==> src/hdl/query_table_pkg.sv <==
// Purpose: constants for the query database responder
// Assumes: sixteen-bit word-wide flash bus, word addressing
// Notes: database bytes sit in the low lane, upper lane always zero
`default_nettype none
package query_table_pkg;
	// ***********************************
	// bus widths
	// ***********************************
	localparam int DATA_W = 16;
	localparam int ADDR_W = 8;
	localparam logic [7:0] UPPER_LANE = 8'h00;
	localparam logic [7:0] BYTE_NONE = 8'h00;
	// ***********************************
	// command codes
	// ***********************************
	localparam logic [7:0] CMD_QUERY = 8'h98;
	localparam logic [7:0] CMD_READ_ARRAY = 8'hff;
	// ***********************************
	// database offsets (word addresses)
	// ***********************************
	localparam logic [7:0] OFS_TABLE_START = 8'h10;
	localparam logic [7:0] OFS_SIG_Q = 8'h10;
	localparam logic [7:0] OFS_SIG_R = 8'h11;
	localparam logic [7:0] OFS_SIG_Y = 8'h12;
	localparam logic [7:0] OFS_CMDSET_LO = 8'h13;
	localparam logic [7:0] OFS_CMDSET_HI = 8'h14;
	localparam logic [7:0] OFS_EXT_PTR_LO = 8'h15;
	localparam logic [7:0] OFS_EXT_PTR_HI = 8'h16;
	localparam logic [7:0] OFS_ALT_CMDSET_LO = 8'h17;
	localparam logic [7:0] OFS_ALT_CMDSET_HI = 8'h18;
	localparam logic [7:0] OFS_ALT_PTR_LO = 8'h19;
	localparam logic [7:0] OFS_ALT_PTR_HI = 8'h1a;
	localparam logic [7:0] OFS_SYS_IF_START = 8'h1b;
	localparam logic [7:0] OFS_CORE_MIN = 8'h1b;
	localparam logic [7:0] OFS_CORE_MAX = 8'h1c;
	localparam logic [7:0] OFS_PROG_MIN = 8'h1d;
	localparam logic [7:0] OFS_PROG_MAX = 8'h1e;
	localparam logic [7:0] OFS_WORD_TYP = 8'h1f;
	localparam logic [7:0] OFS_BUF_TYP = 8'h20;
	localparam logic [7:0] OFS_BLK_TYP = 8'h21;
	localparam logic [7:0] OFS_CHIP_TYP = 8'h22;
	localparam logic [7:0] OFS_WORD_MAX = 8'h23;
	localparam logic [7:0] OFS_BUF_MAX = 8'h24;
	localparam logic [7:0] OFS_BLK_MAX = 8'h25;
	localparam logic [7:0] OFS_CHIP_MAX = 8'h26;
	localparam logic [7:0] OFS_GEOMETRY_START = 8'h27;
	// ***********************************
	// database contents
	// ***********************************
	localparam logic [7:0] VAL_SIG_Q = 8'h51;
	localparam logic [7:0] VAL_SIG_R = 8'h52;
	localparam logic [7:0] VAL_SIG_Y = 8'h59;
	localparam logic [15:0] VAL_EXT_PTR = 16'h010a;
	localparam logic [15:0] VAL_ALT_CMDSET = 16'h0000;
	localparam logic [15:0] VAL_ALT_PTR = 16'h0000;
	localparam logic [7:0] VAL_CORE_MIN = 8'h17;
	localparam logic [7:0] VAL_CORE_MAX = 8'h20;
	localparam logic [7:0] VAL_PROG_MIN = 8'h85;
	localparam logic [7:0] VAL_PROG_MAX = 8'h95;
	localparam logic [7:0] VAL_WORD_TYP = 8'h08;
	localparam logic [7:0] VAL_BUF_TYP = 8'h09;
	localparam logic [7:0] VAL_BLK_TYP = 8'h0a;
	localparam logic [7:0] VAL_CHIP_TYP = 8'h00;
	localparam logic [7:0] VAL_WORD_MAX = 8'h01;
	localparam logic [7:0] VAL_BUF_MAX = 8'h01;
	localparam logic [7:0] VAL_BLK_MAX = 8'h02;
	localparam logic [7:0] VAL_CHIP_MAX = 8'h00;
	// ***********************************
	// reset values
	// ***********************************
	localparam logic PIN_IDLE = 1'b1;
	localparam logic [15:0] DATA_RESET = 16'h0000;
	localparam logic [7:0] ADDR_RESET = 8'h00;
endpackage
`default_nettype wire

==> src/hdl/query_table_responder.sv <==
// Purpose: query database responder on the word-wide flash read path
// Assumes: pins asynchronous to CLK; array data arrives on CLK
// Notes: query and array reads share one read timing
//
// Summary of operation
// - after query command, reads return database until another mode command
// - query bytes appear only on data bits seven to zero
// - upper data byte reads zero while in query mode
// - database starts at word address 10h; host uses word addressing
// - multi-byte fields: least significant byte at lowest address
// - words 10h, 11h, 12h return 51, 52, 59
// - primary command-set code returned little-endian from 13h
// - 15h and 16h return extended table pointer 0A then 01
// - 17h and 18h return zero: no alternate command set
// - 19h and 1Ah return zero: no secondary extended table
// - core supply minimum 17 at 1Bh, maximum 20 at 1Ch
// - programming supply minimum 85 at 1Dh, maximum 95 at 1Eh
// - typical exponents: 08 at 1Fh, 09 at 20h, 0A at 21h
// - chip erase unsupported: 22h and 26h return zero
// - maximum multiplier exponents at 23h to 25h; block erase is 02
// - interface info from 1Bh, geometry from 27h, below 10h reserved
`timescale 1ns/1ps
`default_nettype none
module query_table_responder
	import query_table_pkg::*;
#(
	// arbitrary neutral value
	parameter logic [15:0] PRIMARY_ALGORITHM = 16'h00a5
) (
	input wire logic CLK,
	input wire logic NRST,
	input wire logic CE_N,
	input wire logic OE_N,
	input wire logic WE_N,
	input wire logic [ADDR_W-1:0] ADDR,
	input wire logic [DATA_W-1:0] DQ_IN,
	input wire logic [DATA_W-1:0] ARRAY_DATA,
	output logic [DATA_W-1:0] DQ_OUT,
	output logic DQ_OE,
	output logic QUERY_MODE
);
	// ***********************************
	// pin synchronisers
	// ***********************************
	logic ce_n_m_q, oe_n_m_q, we_n_m_q;
	logic ce_n_s_q, oe_n_s_q, we_n_s_q, we_n_prev_q;
	logic [ADDR_W-1:0] addr_m_q, addr_s_q;
	logic [DATA_W-1:0] dq_m_q, dq_s_q;

	always_ff @(posedge CLK or negedge NRST) begin
		if (!NRST) begin
			ce_n_m_q <= PIN_IDLE;
			oe_n_m_q <= PIN_IDLE;
			we_n_m_q <= PIN_IDLE;
			ce_n_s_q <= PIN_IDLE;
			oe_n_s_q <= PIN_IDLE;
			we_n_s_q <= PIN_IDLE;
			we_n_prev_q <= PIN_IDLE;
			addr_m_q <= ADDR_RESET;
			addr_s_q <= ADDR_RESET;
			dq_m_q <= DATA_RESET;
			dq_s_q <= DATA_RESET;
		end else begin
			ce_n_m_q <= CE_N;
			oe_n_m_q <= OE_N;
			we_n_m_q <= WE_N;
			ce_n_s_q <= ce_n_m_q;
			oe_n_s_q <= oe_n_m_q;
			we_n_s_q <= we_n_m_q;
			we_n_prev_q <= we_n_s_q;
			addr_m_q <= ADDR;
			addr_s_q <= addr_m_q;
			dq_m_q <= DQ_IN;
			dq_s_q <= dq_m_q;
		end
	end

	// ***********************************
	// bus cycle decode
	// ***********************************
	logic wr_pulse, rd_active;
	logic [7:0] cmd;

	// command taken at the trailing edge of write enable
	assign wr_pulse = we_n_s_q && !we_n_prev_q && !ce_n_s_q;
	assign rd_active = !ce_n_s_q && !oe_n_s_q && we_n_s_q;
	assign cmd = dq_s_q[7:0];

	// ***********************************
	// mode tracking
	// ***********************************
	logic query_q;

	always_ff @(posedge CLK or negedge NRST) begin
		if (!NRST) begin
			query_q <= 1'b0;
		end else if (wr_pulse) begin
			// any other command, read-array included, leaves query mode
			query_q <= (cmd == CMD_QUERY);
		end
	end

	// ***********************************
	// database lookup
	// ***********************************
	function automatic logic [7:0] query_byte(input logic [7:0] ofs);
		logic [7:0] b;
		b = BYTE_NONE;
		case (ofs)
			OFS_SIG_Q: b = VAL_SIG_Q;
			OFS_SIG_R: b = VAL_SIG_R;
			OFS_SIG_Y: b = VAL_SIG_Y;
			OFS_CMDSET_LO: b = PRIMARY_ALGORITHM[7:0];
			OFS_CMDSET_HI: b = PRIMARY_ALGORITHM[15:8];
			OFS_EXT_PTR_LO: b = VAL_EXT_PTR[7:0];
			OFS_EXT_PTR_HI: b = VAL_EXT_PTR[15:8];
			OFS_ALT_CMDSET_LO: b = VAL_ALT_CMDSET[7:0];
			OFS_ALT_CMDSET_HI: b = VAL_ALT_CMDSET[15:8];
			OFS_ALT_PTR_LO: b = VAL_ALT_PTR[7:0];
			OFS_ALT_PTR_HI: b = VAL_ALT_PTR[15:8];
			OFS_CORE_MIN: b = VAL_CORE_MIN;
			OFS_CORE_MAX: b = VAL_CORE_MAX;
			OFS_PROG_MIN: b = VAL_PROG_MIN;
			OFS_PROG_MAX: b = VAL_PROG_MAX;
			OFS_WORD_TYP: b = VAL_WORD_TYP;
			OFS_BUF_TYP: b = VAL_BUF_TYP;
			OFS_BLK_TYP: b = VAL_BLK_TYP;
			OFS_CHIP_TYP: b = VAL_CHIP_TYP;
			OFS_WORD_MAX: b = VAL_WORD_MAX;
			OFS_BUF_MAX: b = VAL_BUF_MAX;
			OFS_BLK_MAX: b = VAL_BLK_MAX;
			OFS_CHIP_MAX: b = VAL_CHIP_MAX;
			// reserved below 10h and geometry region read as zero
			default: b = BYTE_NONE;
		endcase
		return b;
	endfunction

	// ***********************************
	// read data path
	// ***********************************
	logic [DATA_W-1:0] dq_out_q;
	logic dq_oe_q;

	always_ff @(posedge CLK or negedge NRST) begin
		if (!NRST) begin
			dq_out_q <= DATA_RESET;
		end else if (rd_active) begin
			if (query_q) begin
				dq_out_q <= {UPPER_LANE, query_byte(addr_s_q)};
			end else begin
				dq_out_q <= ARRAY_DATA;
			end
		end
	end

	// same enable timing in both modes
	always_ff @(posedge CLK or negedge NRST) begin
		if (!NRST) begin
			dq_oe_q <= 1'b0;
		end else begin
			dq_oe_q <= rd_active;
		end
	end

	assign DQ_OUT = dq_out_q;
	assign DQ_OE = dq_oe_q;
	assign QUERY_MODE = query_q;

	// ***********************************
	// checks
	// ***********************************
	logic qrd_q;
	logic [7:0] qaddr_q;

	always_ff @(posedge CLK or negedge NRST) begin
		if (!NRST) begin
			qrd_q <= 1'b0;
			qaddr_q <= ADDR_RESET;
		end else begin
			qrd_q <= rd_active && query_q;
			qaddr_q <= addr_s_q;
		end
	end
endmodule
`default_nettype wire

==> config.mk <==
export PLATFORM = sky130hd
export DESIGN_NAME = query_table_responder
export DESIGN_NICKNAME = d
export VERILOG_FILES = /design/src/hdl/query_table_pkg.sv /design/src/hdl/query_table_responder.sv
export SDC_FILE = /design/constraint.sdc
export NUM_CORES = 1
export LEC_CHECK = 0
export BUFFER_PORTS_ARGS = -buffer_cell sky130_fd_sc_hd__buf_2
export CAP_MARGIN = 20
export CORE_ASPECT_RATIO = 1.2
export CORE_UTILIZATION = 45
export CTS_BUF_LIST = sky130_fd_sc_hd__clkbuf_4
export DETAILED_ROUTE_END_ITERATION = 6
export MAX_ROUTING_LAYER = met4
export PLACE_DENSITY = 0.71
export SLEW_MARGIN = 20
export SYNTH_ARGS = -nofsm -noshare
export SYNTH_HDL_FRONTEND = slang
export SYNTH_SLANG_ARGS = --single-unit
==> constraint.sdc <==
create_clock -name CLK -period 2.24 [get_ports CLK]
set_clock_uncertainty 0.05 [all_clocks]
set_input_delay 0.112 -clock CLK [delete_from_list [all_inputs] [get_ports CLK]]
set_output_delay 0.112 -clock CLK [all_outputs]
set_load 0.02 [all_outputs]
==> Word-level counts from Yosys, hierarchy flattened <==
Memories as Yosys holds them, arrays and structs flattened.
Index checks and enable logic that the tools add are counted.
{ "word_totals": {"reg_bits": 57, "latch_bits": 0, "ram_bits": 0, "romBits": 512, "mem_count": 1} }
{ "op_classes": {"add_sub_neg": 0, "n_mul": 0, "div": 0, "n_lt_le_gt_ge": 0, "n_eq_ne": 1, "shifts": 0, "muxes": 2, "n_bitwise": 0, "n_reduce_logical": 8} }
{ "memory_table": {"columns": ["memory", "words", "width", "read_ports", "rd_clocked_by_memory_dff", "wr", "line", "rtl"], "rows": [
  ["(name not given)", 64, 8, 1, 0, 0, "query_table_responder.sv:109", "case (ofs)"]
]} }
{ "op_table": {"columns": ["cell", "n"], "rows": [
  ["$mux 16", 1],
  ["$eq 8x8->1 const B", 1],
  ["$mux 8", 1],
  ["$logic_and 1x1->1", 4],
  ["$logic_not 1->1", 3],
  ["$logic_not 2->1", 1]
]} }

==> Depth between registers and ports, before layout <==
{ "depth": {"ltp_word": 3, "mapped_depth": 7} }

==> Least setup slack after synthesis <==
Ideal clock, no wire load.
{ "synth_timing": {"kind": "reg2reg", "startpoint": "reg addr_s_q[0]", "endpoint": "reg dq_out_q[0] (netlist: DQ_OUT[0])", "t_arrival_ps": 1333, "path_slack_ps": 728, "path_stages_with_launch": 7, "period_less_slack_ps": 1512, "path_cell_list": "dfrtp_1 -> inv_1 -> ha_1 -> a21boi_0 -> nand2b_1 -> a22oi_1 -> o22ai_2"} }
{ "synth_between": {"elab_chain_len": 3} }
{ "synth_lines": {"columns": ["item", "line", "rtl"], "rows": [
  ["start, declared", "query_table_responder.sv:47", "logic [ADDR_W-1:0] addr_m_q, addr_s_q;"],
  ["start signal, assigned", "query_table_responder.sv:72", "addr_s_q <= addr_m_q;"],
  ["$mem_v2 64x8", null, null],
  ["$mux 8", "query_table_responder.sv:109", null],
  ["$mux 16", "query_table_responder.sv:149", "if (query_q) begin"],
  ["end signal, assigned", "query_table_responder.sv:150", "dq_out_q <= {UPPER_LANE, query_byte(addr_s_q)};"],
  ["end, declared", "query_table_responder.sv:142", "logic [DATA_W-1:0] dq_out_q;"]
]} }
Every way passes these cells.
A chain may end at the register's enable or synchronous reset.

==> Final worst setup path <==
{ "layout_timing": {"startpoint": "reg ce_n_s_q", "endpoint": "reg dq_out_q[0] (netlist: DQ_OUT[0])"} }
{ "layout_between": {"elab_chain_len": 3} }
{ "layout_lines": {"columns": ["item", "line", "rtl"], "rows": [
  ["start, declared", "query_table_responder.sv:46", "logic ce_n_s_q, oe_n_s_q, we_n_s_q, we_n_prev_q;"],
  ["start signal, assigned", "query_table_responder.sv:67", "ce_n_s_q <= ce_n_m_q;"],
  ["$logic_not 1->1", "query_table_responder.sv:86", "assign rd_active = !ce_n_s_q && !oe_n_s_q && we_n_s_q;"],
  ["$logic_and 1x1->1 (2 in a row)", "query_table_responder.sv:86", null]
]} }
Every way passes these cells.

==> impl_metrics.env <==
export IMPL_critPathTopFamily="simple AND/OR/NAND/NOR gates"
export IMPL_antennaDiodeCount=0
export IMPL_placed_cell_area_um2=2421
export IMPL_power_density_nw_per_um2=851.1
export IMPL_cp_max_fo=19
export IMPL_yosysSeqAreaShare=0.6775
export IMPL_io_buffer_count=54
export IMPL_final_cell_mix="54 x buf_2, 50 x dfrtp_1, 36 x dlygate4sd3_1, 18 x nand2_1, 13 x nor2_1"
export IMPL_crit_required_ns=2.48
export IMPL_clk_pin_slew_ns=0.10
export IMPL_layout_commonest_cell="buf_2"
export IMPL_syn_to_final_growth_pct=41.11
export IMPL_grt_pass1_vias=1477
export IMPL_numCtsBuffers=9
export IMPL_cts_resized=0
export IMPL_setup_viol=0
export IMPL_fmax_mhz=532.5
export IMPL_place_congestion=0.7824
export IMPL_rows=26
export IMPL_start_util=0.4823
export IMPL_nets=309
export IMPL_ys_seq_elements=57
export IMPL_hold_violations=0
export IMPL_ant_nets=0
export IMPL_p_seq_frac=0.456
export IMPL_status="finished, final reports clean"
export IMPL_worstSkewPairLatency_ns=0.39
export IMPL_viasPerCell=4.614
export IMPL_synth_warnings=0
export IMPL_crit_arrival_ns=2.12
export IMPL_synth_area_um2=2118
export IMPL_vdd_drop_max_mv=0.6782
export IMPL_critPathKind="reg -> reg"
export IMPL_finalCriticalPeriod_ns=1.878
export IMPL_synth_async_reset_ratio=1.000
export IMPL_drtIter0Drc=50
export IMPL_synthFlopType="dfrtp_1"
export IMPL_cts_tree="built"
export IMPL_swShare=0.2406
export IMPL_cp_num_buf_inv=1
export IMPL_cpPeakStageDelay_ns=0.61
export IMPL_gr_total_overflow=0
export IMPL_pin_count=63
export IMPL_clock_power_share=0.425
export IMPL_rsz0062_at_grt="false"
export IMPL_tns_ns=0
export IMPL_drive_gt1_frac=0.3270
export IMPL_antenna_found_initial=0
export IMPL_first_pass_iters=4
export IMPL_drt_total_wl_um=3924
export IMPL_syn_inst=161
export IMPL_cp_start_kind="flop"
export IMPL_period_share=0.8383
export IMPL_worstMarginPinSlew_ns=0.7796
export IMPL_syn_area_per_cell_um2=13.16
export IMPL_fin_area_um2=2989
export IMPL_synth_nets=212
export IMPL_ctsLongestPathBuffers=2
export IMPL_fillers=318
export IMPL_p_int_mw=1.932
export IMPL_power_switching_uw=612.2
export IMPL_track_usage=0.1855
export IMPL_holdCritPathClass="in -> async"
export IMPL_drv_cap=0
export IMPL_wire_per_inst_um=12.30
export IMPL_chipWidth_um=64.63
export IMPL_path_cells="nand2b_4 > or2_1 > clkinv_8 > nor2_1 > o22ai_2"
export IMPL_synth_edf_count=0
export IMPL_hold_ws_ns=0.1247
export IMPL_drc=0
export IMPL_p_leak_nw=1.397
export IMPL_slowest_stage="or2_1"
export IMPL_hpwl_um=2408
export IMPL_vias=1472
export IMPL_ys_types=39
export IMPL_core_region_area_um2=4392
export IMPL_grt_pass1_wl_um=6486
export IMPL_grt_max_degree=23
export IMPL_relSlewSlack=0.4803
export IMPL_dieArea_um2=4987
export IMPL_fp_dieH_um=77.16
export IMPL_htree_num_levels=3
export IMPL_endpoint_kind="flop"
export IMPL_cts_sinks=57
export IMPL_finalMaxSlewViolations=0
export IMPL_p_comb_frac=0.119
export IMPL_root_buffer="clkbuf_4"
routing by layer:
metal,vias up,global-route usage,wire [um]
li1,743,-,-
met1,671,0.1970,1654
met2,45,0.2979,1950
met3,13,0.06399,192
met4,0,0.1044,126
met5,-,-,0
through the flow:
step | instances | setup WS (ns) | util | power, mW
floorplan | 161 | 0.7277 | - | 1.321
global placement | 267 | 0.3445 | 0.5513 | 1.431
detailed placement | 267 | 0.3497 | 0.5513 | 1.438
CTS | 319 | 0.3434 | 0.6806 | 2.568
global route | 319 | 0.2488 | 0.6806 | 2.656
finish | 319 | 0.3621 | 0.6806 | 2.544
logic make-up after synthesis:
family | synth area share
AOI/OAI and AO/OA | 0.09747
adders and majority gates | 0.03544
buffers and inverters | 0.03957
DFF | 0.6775
muxes | 0.004726
and+or+nand+nor | 0.1453
registers in the layout, indices dropped and copies added, names as in the netlist, 8 cells and up:
name	flops
DQ_OUT	16
dq_m_q	8
addr_s_q	8
dq_s_q	8
addr_m_q	8
path summary, 6_finish.rpt:
check / startpoint / to / slack (ns) / cells past startpoint
max: ce_n_s_q / DQ_OUT[0] / 0.36 / 5
min: NRST / dq_m_q[7] / 0.12 / 2
max reg2reg: ce_n_s_q / DQ_OUT[0] / 0.36 / 5
min reg2reg: addr_m_q[5] / addr_s_q[5] / 0.29 / 0
max in group asynchronous: NRST / we_n_prev_q / 1.33 / 3
min in group CLK: DQ_IN[0] / dq_m_q[0] / 0.29 / 2
final cells by class:
class	instances	area (um2)	area share
clock buffers	9	67.56	0.02260
clock inverters	7	140.1	0.04688
inverters	5	31.28	0.01046
multi-input cells	93	599.3	0.2005
flip-flops and latches	57	1435	0.4801
well taps	56	70.07	0.02344
repair buffers	92	645.6	0.2160
power by group through the flow:
stage	registers, mW	logic (mW)	clock network, mW
2_1_floorplan	1.23	0.0872	0
3_3_place_gp	1.18	0.253	0
3_5_place_dp	1.18	0.256	0
4_1_cts	1.16	0.304	1.10
5_1_grt	1.17	0.334	1.15
6_report	1.16	0.302	1.08
what timing repair did:
action,4_1_cts,5_1_grt
hold buffers,36,0
buffers inserted,0,0
hold endpoints to repair,80,0
synth_stat cells, drive strengths merged (2+ instances only):
master / n / area share
buf: 6 / 0.025
o21ai: 3 / 0.0071
nand2: 18 / 0.032
nand3: 10 / 0.024
nor2b: 4 / 0.012
a21oi: 12 / 0.034
dfrtp: 50 / 0.59
inv: 3 / 0.0053
clkinv: 2 / 0.0095
o311ai: 2 / 0.017
ha: 6 / 0.035
nand2b: 6 / 0.021
nor2: 13 / 0.023
dfstp: 7 / 0.087
nor3b: 2 / 0.012
a221oi: 2 / 0.0083
No activity file was read; power rests on OpenSTA's default activity.
